--- config.mk ---
export PLATFORM = sky130hd
export DESIGN_NAME = usbdis_status
export DESIGN_NICKNAME = d
export VERILOG_FILES = /design/src/rtl/usbdis_pkg.sv /design/src/rtl/usbdis_status.sv
export SDC_FILE = /design/constraint.sdc
export NUM_CORES = 1
export LEC_CHECK = 0
export BUFFER_PORTS_ARGS = -buffer_cell sky130_fd_sc_hd__buf_4
export CORE_MARGIN = 2
export CORE_UTILIZATION = 49
export DETAILED_ROUTE_END_ITERATION = 10
export HOLD_SLACK_MARGIN = 0.05
export PLACE_DENSITY = 0.78
export SYNTH_ARGS = -nofsm -noshare
export SYNTH_HDL_FRONTEND = slang
export SYNTH_SLANG_ARGS = --single-unit
--- constraint.sdc ---
create_clock -name clk -period 2.2 [get_ports clk]
set_input_delay 0.11 -clock clk [delete_from_list [all_inputs] [get_ports clk]]
set_output_delay 0.11 -clock clk [all_outputs]
set_load 0.01 [all_outputs]
--- src/rtl/usbdis_pkg.sv ---
// Package for the device interrupt status block: register map, flag
// positions, reset values, pseudo frame timing and bus carrier types.
// Assumes a single 50 MHz controller clock.
package usbdis_pkg;

  localparam int ADDR_W = 8;
  localparam int DATA_W = 32;
  localparam logic [ADDR_W-1:0] STATUS_OFFSET = 8'h18;
  localparam logic [DATA_W-1:0] STATUS_RESET = 32'h0000_0000;
  localparam logic [DATA_W-1:0] STATUS_RSVD_MASK = 32'hFC00_0200;
  localparam logic [DATA_W-1:0] UNMAPPED_READ = 32'h0000_0000;

  // Flag positions
  localparam int BIT_BUS_RESET = 0;
  localparam int BIT_SOF = 1;
  localparam int BIT_INT_FRAME = 2;
  localparam int BIT_SUSPEND = 3;
  localparam int BIT_RESUME = 4;
  localparam int BIT_HS_CHANGE = 5;
  localparam int BIT_DMA = 6;
  localparam int BIT_VBUS = 7;
  localparam int BIT_SETUP = 8;
  localparam int BIT_EP_RX_BASE = 10;
  localparam int BIT_EP_TX_BASE = 11;
  localparam int NUM_EP = 8;

  // Pseudo frame timing
  localparam int CLK_PERIOD_NS = 20;
  localparam int FRAME_FS_NS = 1000000;
  localparam int FRAME_HS_NS = 125000;
  localparam int FRAME_FS_CYCLES = FRAME_FS_NS / CLK_PERIOD_NS;
  localparam int FRAME_HS_CYCLES = FRAME_HS_NS / CLK_PERIOD_NS;
  localparam int FRAME_CNT_W = 32;

  localparam int DMA_REASON_W = 16;

  typedef struct packed {
    logic wr;
    logic rd;
    logic [ADDR_W-1:0] addr;
    logic [DATA_W-1:0] wdata;
  } usbdis_req_t;

  typedef struct packed {
    logic valid;
    logic [DATA_W-1:0] rdata;
  } usbdis_rsp_t;

endpackage

--- src/rtl/usbdis_status.sv ---
// Device interrupt status register with its event capture and the
// interrupt line towards the external processor.
// Assumes event inputs come from logic on clk; only the supply-voltage
// level arrives from a pin and is synchronised here.
`timescale 1ns/10ps
`default_nettype none

module usbdis_status
  import usbdis_pkg::*;
#(
  parameter int FS_FRAME_CYCLES = usbdis_pkg::FRAME_FS_CYCLES,
  parameter int HS_FRAME_CYCLES = usbdis_pkg::FRAME_HS_CYCLES,
  parameter int DMA_W = usbdis_pkg::DMA_REASON_W
) (
  input wire logic clk,
  input wire logic rst,
  input wire usbdis_pkg::usbdis_req_t bus_req,
  output usbdis_pkg::usbdis_rsp_t bus_rsp,
  output logic irq,
  input wire logic [usbdis_pkg::NUM_EP-1:0] ep_tx_evt,
  input wire logic [usbdis_pkg::NUM_EP-1:0] ep_rx_evt,
  input wire logic setup_evt,
  input wire logic vbus_pin,
  input wire logic [DMA_W-1:0] dma_reason,
  input wire logic high_speed,
  input wire logic suspended,
  input wire logic sof_evt,
  input wire logic bus_reset_evt,
  output logic [usbdis_pkg::DATA_W-1:0] status_flags
);
  import usbdis_pkg::*;

  generate
    if (FS_FRAME_CYCLES < 2 || HS_FRAME_CYCLES < 2 || DMA_W < 1) begin : g_bad_param
      $error("usbdis_status: frame counts must be at least 2 and DMA width at least 1");
    end
    if (BIT_EP_RX_BASE + 2*NUM_EP > DATA_W) begin : g_bad_ep
      $error("usbdis_status: endpoint flags do not fit the status word");
    end
  endgenerate

  localparam logic [FRAME_CNT_W-1:0] FS_LAST = FRAME_CNT_W'(FS_FRAME_CYCLES - 1);
  localparam logic [FRAME_CNT_W-1:0] HS_LAST = FRAME_CNT_W'(HS_FRAME_CYCLES - 1);

  function automatic logic hit(input usbdis_req_t r);
    hit = (r.addr == STATUS_OFFSET);
  endfunction

  logic [DATA_W-1:0] flags_r;
  logic [DATA_W-1:0] flags_nxt;
  logic [DATA_W-1:0] set_vec;
  logic [DATA_W-1:0] clr_vec;
  logic vbus_s1_r;
  logic vbus_s2_r;
  logic vbus_d_r;
  logic suspend_flag_d_r;
  logic hs_d_r;
  logic [DMA_W-1:0] dma_d_r;
  logic [FRAME_CNT_W-1:0] frame_cnt_r;
  logic frame_tick;
  usbdis_rsp_t rsp_r;
  logic [2*NUM_EP-1:0] ep_field;
  logic wr_hit;
  logic rd_hit;
  logic ev_vbus;
  logic ev_dma;
  logic ev_hs;
  logic ev_resume;
  logic ev_suspend;

  // Pin synchroniser; only the second stage is looked at
  always_ff @(posedge clk) begin
    if (rst) begin
      vbus_s1_r <= 1'b0;
      vbus_s2_r <= 1'b0;
    end else begin
      vbus_s1_r <= vbus_pin;
      vbus_s2_r <= vbus_s1_r;
    end
  end

  // History of levels for change detection
  always_ff @(posedge clk) begin
    if (rst) begin
      vbus_d_r <= 1'b0;
      suspend_flag_d_r <= 1'b0;
      hs_d_r <= 1'b0;
      dma_d_r <= '0;
    end else begin
      vbus_d_r <= vbus_s2_r;
      suspend_flag_d_r <= suspended;
      hs_d_r <= high_speed;
      dma_d_r <= dma_reason;
    end
  end

  // Internal frame marker, free of bus SOF; counter cleared and tick off while suspended
  // since no frames are expected then, restarted by bus reset.
  assign frame_tick = !suspended &&
    (frame_cnt_r >= (high_speed ? HS_LAST : FS_LAST));

  always_ff @(posedge clk) begin
    if (rst || bus_reset_evt || suspended) begin
      frame_cnt_r <= '0;
    end else if (frame_tick) begin
      frame_cnt_r <= '0;
    end else begin
      frame_cnt_r <= frame_cnt_r + FRAME_CNT_W'(1);
    end
  end

  // Decoded once, shared by clear and read paths
  assign wr_hit = bus_req.wr && hit(bus_req);
  assign rd_hit = bus_req.rd && hit(bus_req);

  // Level changes; histories reset low, so a level already high at
  // release reports as an edge one cycle later.
  assign ev_vbus = vbus_s2_r ^ vbus_d_r;
  assign ev_dma = (dma_reason != dma_d_r);
  // Speed change ignored during suspend, so a full-speed suspend
  // cannot raise the high-speed flag.
  assign ev_hs = high_speed && !hs_d_r && !suspended;
  assign ev_resume = !suspended && suspend_flag_d_r;
  assign ev_suspend = suspended && !suspend_flag_d_r;

  // Endpoint pairs, receive on the even bit and transmit on the odd;
  // index 0 is the control endpoint.
  generate
    for (genvar g = 0; g < NUM_EP; g++) begin : g_ep
      assign ep_field[2*g] = ep_rx_evt[g];
      assign ep_field[2*g+1] = ep_tx_evt[g];
    end
  endgenerate

  // Event collection into flag positions
  always_comb begin
    set_vec = '0;
    set_vec[BIT_BUS_RESET] = bus_reset_evt;
    set_vec[BIT_SOF] = sof_evt;
    set_vec[BIT_INT_FRAME] = frame_tick;
    set_vec[BIT_SUSPEND] = ev_suspend;
    set_vec[BIT_RESUME] = ev_resume;
    set_vec[BIT_HS_CHANGE] = ev_hs;
    set_vec[BIT_DMA] = ev_dma;
    set_vec[BIT_VBUS] = ev_vbus;
    set_vec[BIT_SETUP] = setup_evt;
    set_vec[BIT_EP_RX_BASE +: 2*NUM_EP] = ep_field;
    set_vec = set_vec & ~STATUS_RSVD_MASK;
  end

  // Write-one-to-clear; bus reset sweeps everything but its own flag.
  // New events win over any clear in the same cycle.
  always_comb begin
    clr_vec = '0;
    if (wr_hit) begin
      clr_vec = bus_req.wdata & ~STATUS_RSVD_MASK;
    end
    if (bus_reset_evt) begin
      clr_vec = clr_vec | ~(DATA_W'(1) << BIT_BUS_RESET);
    end
    flags_nxt = ((flags_r & ~clr_vec) | set_vec) & ~STATUS_RSVD_MASK;
  end

  always_ff @(posedge clk) begin
    if (rst) begin
      flags_r <= STATUS_RESET;
    end else begin
      flags_r <= flags_nxt;
    end
  end

  // Read port, answers one cycle after the strobe
  always_ff @(posedge clk) begin
    if (rst) begin
      rsp_r <= '0;
    end else begin
      rsp_r.valid <= bus_req.rd;
      if (bus_req.rd) begin
        rsp_r.rdata <= rd_hit ? flags_r : UNMAPPED_READ;
      end
    end
  end

  assign bus_rsp = rsp_r;
  assign status_flags = flags_r;
  assign irq = |flags_r;

endmodule // usbdis_status

`default_nettype wire

# Word-level counts from Yosys, hierarchy flattened
# Index checks and enable logic that the tools add are counted.
[totals]
regBits = 111
latch_bits = 0
mem_bits_rw = 0
mem_bits_ro = 0
in_bits = 82
out_inout_bits = 66
word_cells = 36
memories = 0
[op_classes]
n_addsub = 1
mul = 0
div_mod_pow = 0
n_lt_le_gt_ge = 1
n_eq_ne = 2
n_shift = 0
mux = 4
bitwise_logic = 4
reduce_logical = 14
[op_table]
columns = ["operator", "count"]
rows = [
  ["$mux 26", 3],
  ["$add 32x1->32 const B", 1],
  ["$ge 32x16->1", 1],
  ["$reduce_or 32->1", 1],
  ["$and 26x26->26", 1],
  ["$not 26->26", 1],
  ["$or 26x26->26", 1],
  ["$mux 16", 1],
  ["$ne 16x16->1", 1],
  ["$eq 8x5->1 const B", 1],
  ["$logic_and 1x1->1", 7],
  ["$logic_not 1->1", 3],
  ["$logic_or 1x1->1", 2],
  ["$reduce_or 2->1", 1],
  ["$xor 1x1->1", 1],
]

# Longest topological paths before layout
[depth]
word_depth = 7
mapped_depth = 8
depth_no_buf = 7

# Worst setup path after synthesis
# OpenSTA, ideal clock, no wires.
[synth_path]
path_kind = "register -> register"
startpoint = "reg frame_cnt_r[11]"
endpoint = "reg frame_cnt_r[14]"
setup_ns = 0.115
arrival_time_ns = 1.829
t_required_ns = 2.085
slack_ns = 0.255
stages_incl_launch_ff = 8
n_path_buf = 1
period_less_slack_ns = 1.945
path_cell_list = "dfxtp_1 ha_1 nand4b_2 or4_1 a21o_1 o311ai_4 buf_12 nor2_2"
[synth_between]
elab_chain_len = 3
elab_cells_between_ends = 4
classes_between = "add/sub: 1; order compare: 1; reduce/logical: 2"
[synth_rtl]
columns = ["item", "line_no", "text"]
rows = [
  ["from (decl)", "usbdis_status.sv:59", "logic [FRAME_CNT_W-1:0] frame_cnt_r;"],
  ["from (signal assigned)", "usbdis_status.sv:108", "frame_cnt_r <= frame_cnt_r + FRAME_CNT_W'(1);"],
  ["$ge 32x16->1", "usbdis_status.sv:100", "(frame_cnt_r >= (high_speed ? HS_LAST : FS_LAST));"],
  ["$logic_and 1x1->1", "usbdis_status.sv:99", "assign frame_tick = !suspended &&"],
  ["$reduce_or 2->1 (no source line)", "--", ""],
]
# Several ways; a longest one is shown, not always the timed one.
# A chain may end at the register's enable or synchronous reset.

# Worst setup path in the final report
[layout_path]
startpoint = "reg frame_cnt_r[11]"
endpoint = "reg frame_cnt_r[11]"
# Same word-level chain as after synthesis.

==> flow_summary.toml <==
[placement]
io_buffers = 126
dp_cells = 672
dp_hpwl_mm = 6.91
place.gp.congestion = 0.813

[clocking]
cts.sinks = 104
cts.reportedPaths.clkPinSlew_ns = 0.09
cts_made_buffers = 9
cts_tree = "built"
clock_latency_ns = 0.36
cts_root_buffer = "clkbuf_8"
cts_resized = 0
h-tree-depth = 3
clockBufferDepth = 2

[route]
drt_iter0_drc = 157
routed_wl_mm = 11.3
vias = 3726
drcViolationCount = 0
ant_nets = 0
wl_per_cell_um = 15.3
dr.pass1.iters = 4
avgViaCountPerCell = 5.04

[timing]
whs_ns = 0.0776
setup_viol = 0
rsz0062_at_grt = "false"
finalClockSkew_ns = 0.0115
period_share_pct = 95.1
setup_tns_ns = 0
max_freq_ghz = 0.478
worst-slew-pin-transition_ns = 0.663
slew_violations = 0
final_hold_viol_count = 0
period_needed_ns = 2.09
slew-limit-headroom_pct = 55.5

[floorplan]
die_x_um = 95.5
num_io_pins = 148
start_util_pct = 50.1
die_h_um = 95.5
die_area_um2 = 9110
rows = 33
core_um2 = 8180

[yosys]
synth_seq_area_share_pct = 50.8
syn-cell-area_um2 = 4100
ys_types = 37
synth_ff_type = "dfxtp_1"
async_flop_share_pct = 0
synth-edff-count = 0
ys_warn_count = 0
avgSynthCellArea_um2 = 9.27
ys_ff_latch = 104
yosysMostFrequentCell = "dfxtp_1"
synthCells = 442
synth.top_cell.area_share_pct = 50.8
synth_commonest_cells = "dfxtp_1 (104), nor2_1 (57), nor2b_1 (48), a21oi_1 (32), nand2_1 (32)"
synth_area_leaders = "dfxtp_1 (51%), nor2b_1 (7.3%), xnor2_1 (5.3%), nor2_1 (5.2%), a21oi_1 (3.9%)"
yosysTopAreaCell = "dfxtp_1"

[layout]
antenna_cells_inserted = 0
drive_above_1_share_pct = 25.0
syn_to_final_growth_pct = 42.2
num-fill-cells = 624
final_nets = 723
final_cells = 740

[worst_setup_path]
arrival_ns = 2.34
end_kind = "flop"
cp_max_fo = 7
critPathKind = "flop to flop"
required_ns = 2.45
start_kind = "flop"

[grt]
grt.overflow.total = 0
grtUsageTotal_pct = 25.0
grt_pass1_vias = 3654
grt_max_degree = 61
grt_pass1_wl_mm = 17.6
grt_antenna_before_repair = 0

[pwr]
power.total_uw = 3480
p_leak_uw = 0.00249
ir_drop_mv = 0.385
power.density_nw_per_um2 = 598

[min_path]
hold_path_class = "input pin to flop"

[flow_run]
maxCapViolations = 0

[run_status]
status = "finished clean"
==> placed cells by master, fill, tap and decap left out, types with 3 or more instances in the layout <==
master and instances:
buf_4 132, conb_1 29, nor4_1 9, nor3_1 5, a21oi_1 32, ha_1 10, xor2_1 7, nand2_1 32
nand3_1 8, nor2b_1 48, nor2_1 57, inv_1 4, a21o_1 3, nor2_2 10, a31oi_1 18, and3_1 7
dlygate4sd3_1 51, dfxtp_1 104, xnor2_1 25, clkbuf_8 11, nand4_1 9
==> stage by stage <==
step           area (um2)  setup WS, ns  util (%)
3_5_place_dp         5120       -0.0354      62.6
4_1_cts              5800        0.0320      71.0
6_report             5830         0.108      71.3
3_3_place_gp         5120        0.0236      62.6
5_1_grt              5830       0.00235      71.3
2_1_floorplan        4200         0.255         -
==> registers in the layout, indices dropped and copies added, names as in the netlist <==
register	cells
vbus_s1_r	1
status_flags	25
vbus_d_r	1
vbus_s2_r	1
bus_rsp	26
hs_d_r	1
dma_d_r	16
suspend_flag_d_r	1
frame_cnt_r	32
==> worst max-delay path, stage by stage (launching register included) <==
cell,delay [ns]
dfxtp_1,0.36
ha_1,0.33
nand4b_2,0.17
or4_1,0.49
a21o_1,0.23
o311ai_4,0.11
buf_4,0.24
nor2_2,0.05
==> worst paths after layout <==
kind	cells after the start	start	slack (ns)	to
worst max-delay path	7	frame_cnt_r[11]$_SDFF_PP0_	0.11	frame_cnt_r[11]$_SDFF_PP0_
worst min-delay path	4	bus_req[24]	0.08	status_flags[24]$_SDFF_PP0_
worst max register to register	7	frame_cnt_r[11]$_SDFF_PP0_	0.11	frame_cnt_r[11]$_SDFF_PP0_
worst min register to register	1	vbus_s1_r$_SDFF_PP0_	0.46	vbus_s2_r$_SDFF_PP0_
==> power breakdown <==
group / internal, uW / switching, uW
combinational: 240 / 178
clock: 465 / 606
sequential: 1950 / 49.4
total: 2650 / 833
==> metal layers <==
layer,part of all wire (%),wire (um),track usage (%),up-vias
met5,0,0,0,-
met4,3.2,364,12.9,0
met3,5.5,629,4.66,26
met2,51,5840,44.9,113
met1,40,4510,28.0,1752
li1,-,-,-,1835
==> cell families (layout without fill, tap and decap cells) <==
group           after synthesis  count (layout)  synth area share (%)
flops                       104             104                  50.8
other cells                   1              29                0.0915
xor+xnor                     32              32                  6.84
compound gates               62              62                  9.49
buf+inv                      38             203                  5.22
simple gates                195             195                  24.5
fa+ha+maj                    10              10                  3.05
==> final cells by class <==
class,count,area [um2],share of cell area [%]
Timing Repair Buffer,184,1520,26.1
Clock buffer,12,155,2.66
Clock inverter,3,17.5,0.300
Multi-Input combinational cell,328,1910,32.7
Tap cell,105,131,2.25
Sequential cell,104,2080,35.7
Inverter,4,15.0,0.258
==> timing repair <==
action,4_1_cts,5_1_grt
hold buffers,51,0
pin swaps,1,1
setup buffers,0,2
setup endpoints to repair,6,16
endpoints found under the hold margin,40,0
No activity file was read; power rests on OpenSTA's default activity.
